==> src/core/pas_pkg.sv <==
// shared constants for the port-a and pin steering block
package pas_pkg;
	// avalon word byte offsets
	localparam logic [7:0] PAS_OFS_PIN_VALUE = 8'h00; // read pins, write latch
	localparam logic [7:0] PAS_OFS_LATCH = 8'h04; // output latch
	localparam logic [7:0] PAS_OFS_DIRECTION = 8'h08; // direction bits
	localparam logic [7:0] PAS_OFS_ANALOG = 8'h0C; // analog select bits
	localparam logic [7:0] PAS_OFS_STEER = 8'h10; // pin steering control
	localparam logic [7:0] PAS_OFS_CONFIG = 8'h14; // configuration word bits

	// reset values
	localparam logic [7:0] PAS_RST_LATCH = 8'h00;
	localparam logic [7:0] PAS_RST_DIRECTION = 8'hFF; // all inputs
	localparam logic [7:0] PAS_RST_ANALOG = 8'h2F; // analog on every implemented bit
	localparam logic [7:0] PAS_ANALOG_IMPL = 8'h2F; // bits 5 and 3..0 exist
	localparam logic [7:0] PAS_RST_STEER = 8'h00;
	localparam logic [2:0] PAS_RST_CONFIG = 3'h0;
	localparam logic [31:0] PAS_RDATA_ZERO = 32'h0000_0000;

	// configuration word field positions
	localparam int PAS_CFG_OSC_OUT = 0; // crystal drive on bit 6
	localparam int PAS_CFG_CLK_OUT = 1; // divided clock on bit 6
	localparam int PAS_CFG_OSC_IN = 2; // crystal clock input on bit 7

	// steering register field positions
	localparam int PAS_STEER_CH1_PWM_B = 0;
	localparam int PAS_STEER_CH1_PWM_C = 1;
	localparam int PAS_STEER_CH2_CAPCMP = 2;
	localparam int PAS_STEER_CH2_PWM_B = 3;
	localparam int PAS_STEER_CH2_PWM_C = 4;
	localparam int PAS_STEER_CH2_PWM_D = 5;
	localparam int PAS_STEER_CH3_PWM_B = 6;
	localparam int PAS_STEER_CH3_PWM_C = 7;

	// sizes
	localparam int PAS_PORT_W = 8;
	localparam int PAS_FUNC_N = 8;
	localparam int PAS_ALT_N = 16; // two candidate pins per function

	// bus handshake states, one-hot
	typedef enum logic [1:0] {
		PAS_IDLE = 2'b01,
		PAS_ACK = 2'b10
	} pas_bus_st_t;
endpackage

==> src/core/pas_steer_if.sv <==
// signals between the top and the steering mux
interface pas_steer_if;
	logic [7:0] pick; // steering register value
	logic [7:0] fn_val; // function output levels
	logic [7:0] fn_en; // function output enables
	logic [15:0] alt_in; // levels seen on the candidate pins
	logic [15:0] gp_val; // ordinary output of each candidate pin
	logic [15:0] gp_en; // ordinary enable of each candidate pin
	logic [15:0] mux_val; // resulting pin level
	logic [15:0] mux_en; // resulting pin enable
	logic cap_in; // channel two capture input

	modport top (output pick, output fn_val, output fn_en, output alt_in,
		output gp_val, output gp_en, input mux_val, input mux_en, input cap_in);
	modport mux (input pick, input fn_val, input fn_en, input alt_in,
		input gp_val, input gp_en, output mux_val, output mux_en, output cap_in);
endinterface

==> src/core/pas_port_a.sv <==
// Overview of operation
// - eight-bit steering register, read/write, resets zero
// - steering leaves direction; overrides follow function
// - unselected pin keeps its ordinary behaviour
// - direction one disables driver, pin input
// - direction zero drives pin from latch
// - port read gives pins, write sets latch
// - port write samples pins, modifies, stores latch
// - latch write equals port write; reads latch
// - direction still governs drivers on analog pins
// - analog select reads zero, enables analog
// - analog select leaves digital outputs untouched
// - analog select bits reset to analog
// - highest priority enabled source owns the pin
// - analog inputs live; outputs still by priority
// - bits 0-5: lcd segment, then port
// - bit 6: crystal, clock, segment, then port
// - bit 7: crystal input, segment, then port
// - eight bidirectional bits with direction, latch, read
//
// Local design decisions: the register offsets and the Avalon-MM slave port.
module pas_port_a (
	input wire logic clk_sys,
	input wire logic rst_b,
	// avalon-mm slave
	input wire logic [7:0] avs_address,
	input wire logic avs_read,
	input wire logic avs_write,
	input wire logic [31:0] avs_writedata,
	input wire logic [3:0] avs_byteenable,
	output logic [31:0] avs_readdata,
	output logic avs_waitrequest,
	// port a pins
	input wire logic [7:0] pin_value_a_pin_in,
	output logic [7:0] pin_value_a_pin_out,
	output logic [7:0] pin_value_a_pin_oe,
	output logic [7:0] pin_value_a_analog_en,
	output logic [7:0] pin_value_a_digital_in,
	// peripheral sources on port a
	input wire logic [7:0] lcd_segment_line_val,
	input wire logic [7:0] lcd_segment_line_en,
	input wire logic crystal_drive_out,
	input wire logic divided_clock_out,
	output logic crystal_clock_in,
	// steered functions
	input wire logic [7:0] steer_fn_val,
	input wire logic [7:0] steer_fn_en,
	output logic ch2_capture_in,
	// candidate pins of the steered functions
	input wire logic [15:0] alt_pin_in,
	input wire logic [15:0] alt_gp_val,
	input wire logic [15:0] alt_gp_en,
	output logic [15:0] alt_pin_out,
	output logic [15:0] alt_pin_oe
);
	// software visible state
	logic [7:0] latch_r; // output latch
	logic [7:0] direction_r; // one means input
	logic [7:0] analog_r; // analog select
	logic [7:0] steer_r; // pin steering control
	logic [2:0] config_r; // configuration word bits

	// bus handshake
	// one access costs two cycles; no request is ever left outstanding
	pas_pkg::pas_bus_st_t bus_st_r; // handshake state
	pas_pkg::pas_bus_st_t bus_st_nxt; // next handshake state
	logic waitrequest_r; // registered waitrequest
	logic [31:0] readdata_r; // registered read data
	logic bus_req; // read or write pending
	logic wr_take; // write takes effect this edge
	logic be_low; // low byte lane enabled

	// pin side
	logic [7:0] pin_read; // digital view of the pins
	logic [7:0] prio_val; // priority mux level
	logic [7:0] prio_en; // priority mux enable
	logic [7:0] latch_nxt; // value stored on a port write
	logic [31:0] rd_mux; // read data source
	logic [7:0] pin_out_r; // registered port a level
	logic [7:0] pin_oe_r; // registered port a enable
	logic [7:0] analog_en_r; // registered analog connect
	logic [7:0] digital_in_r; // registered digital read
	logic osc_in_r; // registered crystal input
	logic [15:0] alt_out_r; // registered candidate level
	logic [15:0] alt_oe_r; // registered candidate enable
	logic cap_r; // registered capture input

	// candidate pad levels enter the mux unregistered; only its outputs are stored
	pas_steer_if sif ();

	// steering mux connections; direction state is never touched here
	assign sif.pick = steer_r;
	assign sif.fn_val = steer_fn_val;
	assign sif.fn_en = steer_fn_en;
	assign sif.alt_in = alt_pin_in;
	assign sif.gp_val = alt_gp_val;
	assign sif.gp_en = alt_gp_en;

	pas_steer u_steer (
		.sif(sif)
	);

	assign bus_req = avs_read | avs_write;
	assign wr_take = avs_write & (bus_st_r == pas_pkg::PAS_ACK);
	assign be_low = avs_byteenable[0];

	// handshake: one wait cycle, then a single acknowledge cycle
	// the request edge only loads read data; the acknowledge edge commits writes
	always_comb begin
		bus_st_nxt = bus_st_r;
		case (bus_st_r)
			pas_pkg::PAS_IDLE: begin
				// request seen, answer next cycle
				if (bus_req) begin
					bus_st_nxt = pas_pkg::PAS_ACK;
				end
			end
			pas_pkg::PAS_ACK: begin
				// master releases after this edge
				bus_st_nxt = pas_pkg::PAS_IDLE;
			end
			default: begin
				bus_st_nxt = pas_pkg::PAS_IDLE;
			end
		endcase
	end

	// handshake state register
	always_ff @(posedge clk_sys or negedge rst_b) begin
		if (!rst_b) begin
			bus_st_r <= pas_pkg::PAS_IDLE;
		end else begin
			bus_st_r <= bus_st_nxt;
		end
	end

	// waitrequest low only in the acknowledge cycle
	always_ff @(posedge clk_sys or negedge rst_b) begin
		if (!rst_b) begin
			waitrequest_r <= 1'b1;
		end else begin
			waitrequest_r <= (bus_st_nxt != pas_pkg::PAS_ACK);
		end
	end

	// digital read: analog pins always read zero
	assign pin_read = pin_value_a_pin_in & ~analog_r;

	// register read mux; unmapped offsets read zero
	always_comb begin
		rd_mux = pas_pkg::PAS_RDATA_ZERO;
		case (avs_address)
			pas_pkg::PAS_OFS_PIN_VALUE: begin
				rd_mux = {24'h000000, pin_read};
			end
			pas_pkg::PAS_OFS_LATCH: begin
				rd_mux = {24'h000000, latch_r};
			end
			pas_pkg::PAS_OFS_DIRECTION: begin
				rd_mux = {24'h000000, direction_r};
			end
			pas_pkg::PAS_OFS_ANALOG: begin
				rd_mux = {24'h000000, analog_r & pas_pkg::PAS_ANALOG_IMPL};
			end
			pas_pkg::PAS_OFS_STEER: begin
				rd_mux = {24'h000000, steer_r};
			end
			pas_pkg::PAS_OFS_CONFIG: begin
				rd_mux = {29'h00000000, config_r};
			end
			default: begin
				rd_mux = pas_pkg::PAS_RDATA_ZERO;
			end
		endcase
	end

	// read data loaded on the request edge, held until the next read
	// pins are sampled one cycle before the acknowledge edge
	always_ff @(posedge clk_sys or negedge rst_b) begin
		if (!rst_b) begin
			readdata_r <= pas_pkg::PAS_RDATA_ZERO;
		end else if (avs_read && bus_st_r == pas_pkg::PAS_IDLE) begin
			readdata_r <= rd_mux;
		end
	end

	// port write: pins sampled, written lane replaces them, whole byte stored;
	// with the low lane off the sampled pins alone land in the latch
	// hazard: analog pins read zero, so such a write clears their latch bits
	assign latch_nxt = be_low ? avs_writedata[7:0] : pin_read;

	// output latch, written through either the pin or the latch offset
	always_ff @(posedge clk_sys or negedge rst_b) begin
		if (!rst_b) begin
			latch_r <= pas_pkg::PAS_RST_LATCH;
		end else if (wr_take && (avs_address == pas_pkg::PAS_OFS_PIN_VALUE ||
			avs_address == pas_pkg::PAS_OFS_LATCH)) begin
			latch_r <= latch_nxt;
		end
	end

	// direction register; steering writes never reach it
	// reset leaves every pin an input so the latch drives no pin early; an enabled segment line on any of bits 0-7 still drives
	always_ff @(posedge clk_sys or negedge rst_b) begin
		if (!rst_b) begin
			direction_r <= pas_pkg::PAS_RST_DIRECTION;
		end else if (wr_take && be_low && avs_address == pas_pkg::PAS_OFS_DIRECTION) begin
			direction_r <= avs_writedata[7:0];
		end
	end

	// analog select, only implemented bits hold a value
	always_ff @(posedge clk_sys or negedge rst_b) begin
		if (!rst_b) begin
			analog_r <= pas_pkg::PAS_RST_ANALOG;
		end else if (wr_take && be_low && avs_address == pas_pkg::PAS_OFS_ANALOG) begin
			analog_r <= avs_writedata[7:0] & pas_pkg::PAS_ANALOG_IMPL;
		end
	end

	// pin steering control
	always_ff @(posedge clk_sys or negedge rst_b) begin
		if (!rst_b) begin
			steer_r <= pas_pkg::PAS_RST_STEER;
		end else if (wr_take && be_low && avs_address == pas_pkg::PAS_OFS_STEER) begin
			steer_r <= avs_writedata[7:0];
		end
	end

	// configuration bits standing in for the configuration word
	// only three bits exist; higher write data is dropped
	always_ff @(posedge clk_sys or negedge rst_b) begin
		if (!rst_b) begin
			config_r <= pas_pkg::PAS_RST_CONFIG;
		end else if (wr_take && be_low && avs_address == pas_pkg::PAS_OFS_CONFIG) begin
			config_r <= avs_writedata[2:0];
		end
	end

	// output priority per pin; analog select plays no part here
	always_comb begin
		prio_val = latch_r;
		prio_en = ~direction_r;
		// bits 0-5: segment line above the port bit
		// a segment wins even over a pin set as input
		for (int i = 0; i < 6; i++) begin
			if (lcd_segment_line_en[i]) begin
				prio_val[i] = lcd_segment_line_val[i];
				prio_en[i] = 1'b1;
			end
		end
		// bit 6: crystal drive, divided clock, segment, port
		if (config_r[pas_pkg::PAS_CFG_OSC_OUT]) begin
			prio_val[6] = crystal_drive_out;
			prio_en[6] = 1'b1;
		end else if (config_r[pas_pkg::PAS_CFG_CLK_OUT]) begin
			prio_val[6] = divided_clock_out;
			prio_en[6] = 1'b1;
		end else if (lcd_segment_line_en[6]) begin
			prio_val[6] = lcd_segment_line_val[6];
			prio_en[6] = 1'b1;
		end
		// bit 7: crystal input owns the pin and keeps its driver off
		// limitation: as crystal input the pin has no output path at all
		if (config_r[pas_pkg::PAS_CFG_OSC_IN]) begin
			prio_val[7] = 1'b0;
			prio_en[7] = 1'b0;
		end else if (lcd_segment_line_en[7]) begin
			prio_val[7] = lcd_segment_line_val[7];
			prio_en[7] = 1'b1;
		end
	end

	// port a pin drive, registered so outputs are glitch free; costs one cycle
	// reset holds every driver off until the registers settle
	always_ff @(posedge clk_sys or negedge rst_b) begin
		if (!rst_b) begin
			pin_out_r <= 8'h00;
			pin_oe_r <= 8'h00;
		end else begin
			pin_out_r <= prio_val;
			pin_oe_r <= prio_en;
		end
	end

	// analog functions connect whenever analog select is set
	always_ff @(posedge clk_sys or negedge rst_b) begin
		if (!rst_b) begin
			analog_en_r <= 8'h00;
		end else begin
			analog_en_r <= analog_r;
		end
	end

	// digital input buffer; analog pins already masked to zero
	always_ff @(posedge clk_sys or negedge rst_b) begin
		if (!rst_b) begin
			digital_in_r <= 8'h00;
		end else begin
			digital_in_r <= pin_read;
		end
	end

	// crystal input taken from bit 7 only when enabled
	// gated so an unused pad cannot toggle the clock input
	always_ff @(posedge clk_sys or negedge rst_b) begin
		if (!rst_b) begin
			osc_in_r <= 1'b0;
		end else begin
			osc_in_r <= config_r[pas_pkg::PAS_CFG_OSC_IN] & pin_value_a_pin_in[7];
		end
	end

	// steered candidate pins
	// trade-off: one stage keeps moved functions glitch free but adds a cycle
	always_ff @(posedge clk_sys or negedge rst_b) begin
		if (!rst_b) begin
			alt_out_r <= 16'h0000;
			alt_oe_r <= 16'h0000;
		end else begin
			alt_out_r <= sif.mux_val;
			alt_oe_r <= sif.mux_en;
		end
	end

	// capture input from whichever pin channel two sits on
	always_ff @(posedge clk_sys or negedge rst_b) begin
		if (!rst_b) begin
			cap_r <= 1'b0;
		end else begin
			cap_r <= sif.cap_in;
		end
	end

	// outputs straight from flip-flops
	assign avs_readdata = readdata_r;
	assign avs_waitrequest = waitrequest_r;
	assign pin_value_a_pin_out = pin_out_r;
	assign pin_value_a_pin_oe = pin_oe_r;
	assign pin_value_a_analog_en = analog_en_r;
	assign pin_value_a_digital_in = digital_in_r;
	assign crystal_clock_in = osc_in_r;
	assign ch2_capture_in = cap_r;
	assign alt_pin_out = alt_out_r;
	assign alt_pin_oe = alt_oe_r;
endmodule

==> src/core/pas_steer.sv <==
// moves each function to one of its two pins; pin 2k is the default, 2k+1 the alternate
module pas_steer (
	pas_steer_if.mux sif
);
	genvar k;
	generate
		for (k = 0; k < pas_pkg::PAS_FUNC_N; k++) begin : g_fn
			// selected pin takes the function, the other keeps its own drive
			always_comb begin
				if (sif.pick[k]) begin
					sif.mux_val[2*k] = sif.gp_val[2*k];
					sif.mux_en[2*k] = sif.gp_en[2*k];
					sif.mux_val[2*k+1] = sif.fn_en[k] ? sif.fn_val[k] : sif.gp_val[2*k+1];
					sif.mux_en[2*k+1] = sif.fn_en[k] | sif.gp_en[2*k+1];
				end else begin
					sif.mux_val[2*k] = sif.fn_en[k] ? sif.fn_val[k] : sif.gp_val[2*k];
					sif.mux_en[2*k] = sif.fn_en[k] | sif.gp_en[2*k];
					sif.mux_val[2*k+1] = sif.gp_val[2*k+1];
					sif.mux_en[2*k+1] = sif.gp_en[2*k+1];
				end
			end
		end
	endgenerate

	// capture input follows the capture/compare output to the same pin
	assign sif.cap_in = sif.pick[pas_pkg::PAS_STEER_CH2_CAPCMP] ?
		sif.alt_in[2*pas_pkg::PAS_STEER_CH2_CAPCMP+1] :
		sif.alt_in[2*pas_pkg::PAS_STEER_CH2_CAPCMP];
endmodule

==> config.mk <==
export PLATFORM = sky130hd
export DESIGN_NAME = pas_port_a
export DESIGN_NICKNAME = d
export VERILOG_FILES = /design/src/core/pas_pkg.sv /design/src/core/pas_steer_if.sv /design/src/core/pas_port_a.sv /design/src/core/pas_steer.sv
export SDC_FILE = /design/constraint.sdc
export NUM_CORES = 1
export LEC_CHECK = 0
export BUFFER_PORTS_ARGS = -buffer_cell sky130_fd_sc_hd__buf_2
export CAP_MARGIN = 40
export CORE_UTILIZATION = 45
export CTS_CLUSTER_DIAMETER = 200
export DETAILED_ROUTE_END_ITERATION = 8
export GPL_TIMING_DRIVEN = 0
export PLACE_DENSITY = 0.8
export REMOVE_ABC_BUFFERS = 1
export SLEW_MARGIN = 10
export SYNTH_ARGS = -nofsm -noshare
export SYNTH_HDL_FRONTEND = slang
export SYNTH_SLANG_ARGS = --single-unit
export TNS_END_PERCENT = 50
==> constraint.sdc <==
create_clock -name clk_sys -period 2.1 [get_ports clk_sys]
set_clock_uncertainty 0.15 [all_clocks]
set_input_delay 0.315 -clock clk_sys [delete_from_list [all_inputs] [get_ports clk_sys]]
set_output_delay 0.315 -clock clk_sys [all_outputs]
set_load 0.02 [all_outputs]
# Word-level counts from Yosys, hierarchy flattened

Index checks and enable logic that the tools add are counted.

$add $sub $neg: 0
$mul: 0
Divide/modulo/power cells: 0
$lt $le $gt $ge: 0
Equality and inequality tests: 8
Shift operators: 0
Muxes and demuxes: 59
Bitwise gates (word level): 22
Reduce and logical (&&, ||, !) cells: 9

Operators with widths:

| kind                                                                  | count |
|---|---|
| 8-bit case mux with 6 select lines                                    | 1 |
| 1-bit 2-to-1 mux                                                      | 39 |
| 2-bit 2-to-1 mux                                                      | 18 |
| 1-bit bitwise OR                                                      | 17 |
| 8-bit by 4-bit equality test with 1-bit output, second input constant | 2 |
| 8-bit by 5-bit equality test with 1-bit output, second input constant | 2 |
| 8-bit AND                                                             | 1 |
| 8-bit by 3-bit equality test with 1-bit output, second input constant | 1 |
| 8-bit logical NOT                                                     | 1 |
| 8-bit 2-to-1 mux                                                      | 1 |
| 6-bit NOT with 8-bit output                                           | 1 |
| 8-bit NOT                                                             | 1 |
| 1-bit logical AND                                                     | 7 |
| 1-bit AND                                                             | 2 |
| 2-bit by 1-bit equality test with 1-bit output, second input constant | 1 |
| 2-bit equality test, second input constant                            | 1 |
| 2-bit inequality test, second input constant                          | 1 |
| 1-bit logical OR                                                      | 1 |

Register bits: 130
Bits in latches: 0
Bits in writable memories: 0
Bits in read-only memories: 0
Output and inout port bits: 99
Memories: 0

# Longest topological paths before layout

Depth after elaboration: 4
Gate-level depth with buffers: 6
Gate-level depth less buffers: 4

# By module

A second synthesis with hierarchy kept.

Cells, all modules: 329
Area total of the unflattened synthesis: 4508.1 sq um

Modules (own cells, without submodules):

| module     | instances | cells each | area each (sq um) |
|---|---|---|---|
| pas_port_a | 1         | 280        | 4063.9 |
| pas_steer  | 1         | 49         | 444.2 |

# Least setup slack after synthesis

OpenSTA, ideal clock, no wires.

Kind: input-to-reg
Start: input avs_address[3]
End: register config_r[0]
Library setup time: 0.125 ns
Arrival time: 1.597 ns
Setup slack: 0.228 ns
Stages on the path: 4
Path buffers: 0
Path through: or4_4 -> nor2_2 -> and4_1 -> mux2_2

Word-level cells in the longest chain between the ends: 2

Ends and longest elaborated chain:

| element                                        | RTL line          | RTL |
|---|---|---|
| start, declared                                | pas_port_a.sv:26  | `input wire logic [7:0] avs_address,` |
| 8-bit by 5-bit equality test with 1-bit output | pas_port_a.sv:235 | `end else if (wr_take && be_low && avs_address == pas_pkg::PAS_OFS_CONFIG) begin` |
| 1-bit logical AND                              | pas_port_a.sv:235 |  |
| end signal, assigned                           | pas_port_a.sv:234 | `config_r <= pas_pkg::PAS_RST_CONFIG;` |
| end signal, assigned                           | pas_port_a.sv:236 | `config_r <= avs_writedata[2:0];` |
| end, declared                                  | pas_port_a.sv:61  | `logic [2:0] config_r;` |

No other way between the ends.
A chain may end at the register's enable or synchronous reset.

# Worst setup path after layout

Start: input avs_address[2]
End: register direction_r[6]

Word-level cells in the longest chain between the ends: 2

Ends and longest elaborated chain:

| element                                        | RTL line          | RTL |
|---|---|---|
| 8-bit by 4-bit equality test with 1-bit output | pas_port_a.sv:207 | `end else if (wr_take && be_low && avs_address == pas_pkg::PAS_OFS_DIRECTION) begin` |
| 1-bit logical AND                              | pas_port_a.sv:207 |  |
| end signal, assigned                           | pas_port_a.sv:206 | `direction_r <= pas_pkg::PAS_RST_DIRECTION;` |
| end signal, assigned                           | pas_port_a.sv:208 | `direction_r <= avs_writedata[7:0];` |
| end, declared                                  | pas_port_a.sv:58  | `logic [7:0] direction_r;` |

No other way between the ends.

==> impl_results.md <==
- Run status: finished, final reports clean
- Worst hold stages: 2
- Die width: 101.8 um
- Reg area: 2671 um^2
- Placer congestion estimate: 0.7769
- CTS buffer count: 9
- Pwr Density: 730.8 nW/um^2
- Filler cells: 838
- RSZ-0062 raised after global routing: no
- R2r endpoint: direction_r[6]
- Clock sinks: 106
- Core Rows: 36
- Hold_ws: 0.02130 ns
- Netlist cell types: 43
- Area Overhead vs Synth: 30.30%
- CORE AREA: 9729 um^2
- Dpl cells: 637
- Clock buffer depth: 2
- Peak supply drop: 0.4587 mV
- Synth warn: 0
- Sequential share of the synthesized area: 59.57%
- EDFF count, synth: 0
- Pin count of the biggest net entering global routing: 65
- Final Cycle Share: 90.55%
- Grt ovf: 0
- ANT nets after route: 0
- Slew Limit Fails: 0
- Hold path endpoint: pin_value_a_pin_oe[4]
- Initial Utilization: 46.09%
- Crit-path max FO: 21
- Hold Startpoint: lcd_segment_line_en[4]
- Via count: 3280
- Initial antenna violation count: 0
- Synth Flop Type: dfrtp_1
- Most frequent cells in the layout: 167 x buf_2, 91 x dfrtp_1, 54 x mux2_2
- Leakage: 2.867 nW
- Layout Nets: 679
- Final min period: 1.902 ns
- DRC: 0
- Io pins: 237
- Final hold violation count: 0
- Hpwl dp: 7664 um
- CTS Root Buffer Type: clkbuf_8
- First-pass GRT wire length: 15850 um
- Syn Inst Count: 344
- Port Buffers: 168
- Asr flop ratio synth: 100.0%
- Reg2Reg Depth: 4
- Clock transition at the registers of the reported paths: 0.09 ns
- N_diodes: 0
- Worst skew pair latency: 0.36 ns
- Max-cap viol count: 0
- Rel. slew slack: 44.85%
- Crit path DAT: 2.04 ns
- TritonCTS clock tree: built
- Via density: 4.831
- CP Launch Type: primary input
- Multi-input logic area: 1648 um^2
- Actual slew at the worst max-slew pin: 0.8273 ns
- Path category of the worst min-delay check: primary input to flip-flop
- Final Non-Filler Cells: 679
- CP required: 2.24 ns
- Die Footprint: 10370 um^2
- FMAX: 525.9 MHz
- Die Height: 101.8 um
- Number of global-route vias before repair: 3309
- H-Tree Depth: 3
- R2R setup slack: 0.24 ns
- Total GRT Usage: 20.56%
- DRC marker count from the first detailed-route iteration: 107
- Critical Path End Type: flip-flop
- Worst r2r src: bus_st_r[0]
- Final setup violation count: 0
- Setup Crit Path Kind: primary input to flip-flop
- Mean post-synth cell area: 13.04 um^2
- Number of setup buffers added after CTS: 0
- Layout cells sized above 1: 49.45%
- Drt total wl: 10440 um
- Pre-antenna DRT Iters: 4
- FF+latch count, synth: 106
- Commonest non-fill, non-tap cell in the layout: buf_2
- WL per Instance: 15.38 um
- Syn Std Cell Area: 4484 um^2
-- critical path, cell delays in order --
cell,delay [ns]
buf_2,0.26
nor3b_1,0.58
and3_2,0.50
mux2_2,0.37
-- layout make-up --
| class | count | share of cell area, % |
|---|---|---|
| Clock buffer | 14 | 2.955 |
| Clock inverter | 2 | 0.5996 |
| Inverter | 4 | 0.2570 |
| Multi-Input combinational cell | 224 | 28.20 |
| Sequential cell | 106 | 45.72 |
| Tap cell | 133 | 2.848 |
| Timing Repair Buffer | 196 | 19.42 |
-- cell families (layout without fill, tap and decap cells) --
group | after synthesis | after routing | synth area share, %
buffers and inverters | 40 | 216 | 5.887
AO/OA/AOI/OAI | 36 | 36 | 4.966
multiplexers | 67 | 67 | 17.02
flip-flops | 106 | 106 | 59.57
other | 1 | 27 | 0.08363
AND/OR/NAND/NOR | 94 | 94 | 12.47
-- power breakdown --
group	switching, W	internal, W
registers	0.0000627	0.00219
logic	0.000438	0.000297
clock network	0.000638	0.000649
total	0.00114	0.00313
-- what timing repair did --
action | CTS | global route
hold buffers | 26 | 0
resized for setup | 0 | 1
endpoints found under the hold margin | 77 | 0
setup endpoints to repair | 0 | 8
-- registers in the layout (all words and copies together) (netlist names) --
| name | flops |
|---|---|
| pin_value_a_pin_out | 8 |
| analog_r | 5 |
| alt_pin_out | 16 |
| ch2_capture_in | 1 |
| alt_pin_oe | 16 |
| pin_value_a_digital_in | 8 |
| sif.pick | 8 |
| pin_value_a_pin_oe | 8 |
| direction_r | 8 |
| crystal_clock_in | 1 |
| latch_r | 8 |
| bus_st_r | 2 |
| pin_value_a_analog_en | 5 |
| config_r | 3 |
| avs_readdata | 8 |
| avs_waitrequest | 1 |
-- Yosys cell counts, types with 4 or more instances --
| library cell | instances | area (um^2) |
|---|---|---|
| mux2i_1 | 11 | 110.1 |
| or2_2 | 8 | 50.05 |
| nor2b_1 | 15 | 93.84 |
| clkbuf_1 | 4 | 15.01 |
| nor2_1 | 16 | 60.06 |
| o21ai_0 | 7 | 35.03 |
| nand2_1 | 15 | 56.30 |
| nand2b_1 | 17 | 106.4 |
| buf_4 | 27 | 202.7 |
| buf_2 | 4 | 20.02 |
| a21oi_1 | 15 | 75.07 |
| dfrtp_1 | 91 | 2277 |
| mux2_2 | 54 | 608.1 |
| dfstp_2 | 15 | 394.1 |
-- worst max-delay path by stage --
stage	from	end	slack, ns	cells past startpoint
after detailed placement	avs_address[2]	direction_r[1]	-0.32	4
final	avs_address[2]	direction_r[6]	0.20	4
after global routing	bus_st_r[0]	analog_r[5]	0.10	4
after CTS	avs_address[2]	direction_r[1]	0.07	4
after global placement	rst_b	ch2_capture_in	-0.50	1
after floorplan	avs_address[3]	config_r[0]	0.23	4
-- layer usage --
layer  vias to the layer above  GRT usage [%]  wire length [um]
li1                       1533              -                 -
met1                      1612          24.98              4375
met2                       118          35.40              5356
met3                        17          3.967               505
met4                         0          9.780               203
met5                         -              0                 0
-- per-stage QoR --
stage	util (%)	cell area (um^2)	TNS, ns	setup WS [ns]	total power [W]
after floorplan	-	4333	0	0.2284	0.002650
after global placement	54.89	5340	-51.29	-0.5010	0.002941
after detailed placement	55.23	5374	-4.848	-0.3166	0.002978
after CTS	60.04	5842	0	0.07289	0.004333
after global routing	60.06	5843	0	0.1002	0.004483
final	60.06	5843	0	0.1984	0.004270
Power figures use the tool's default switching activity.
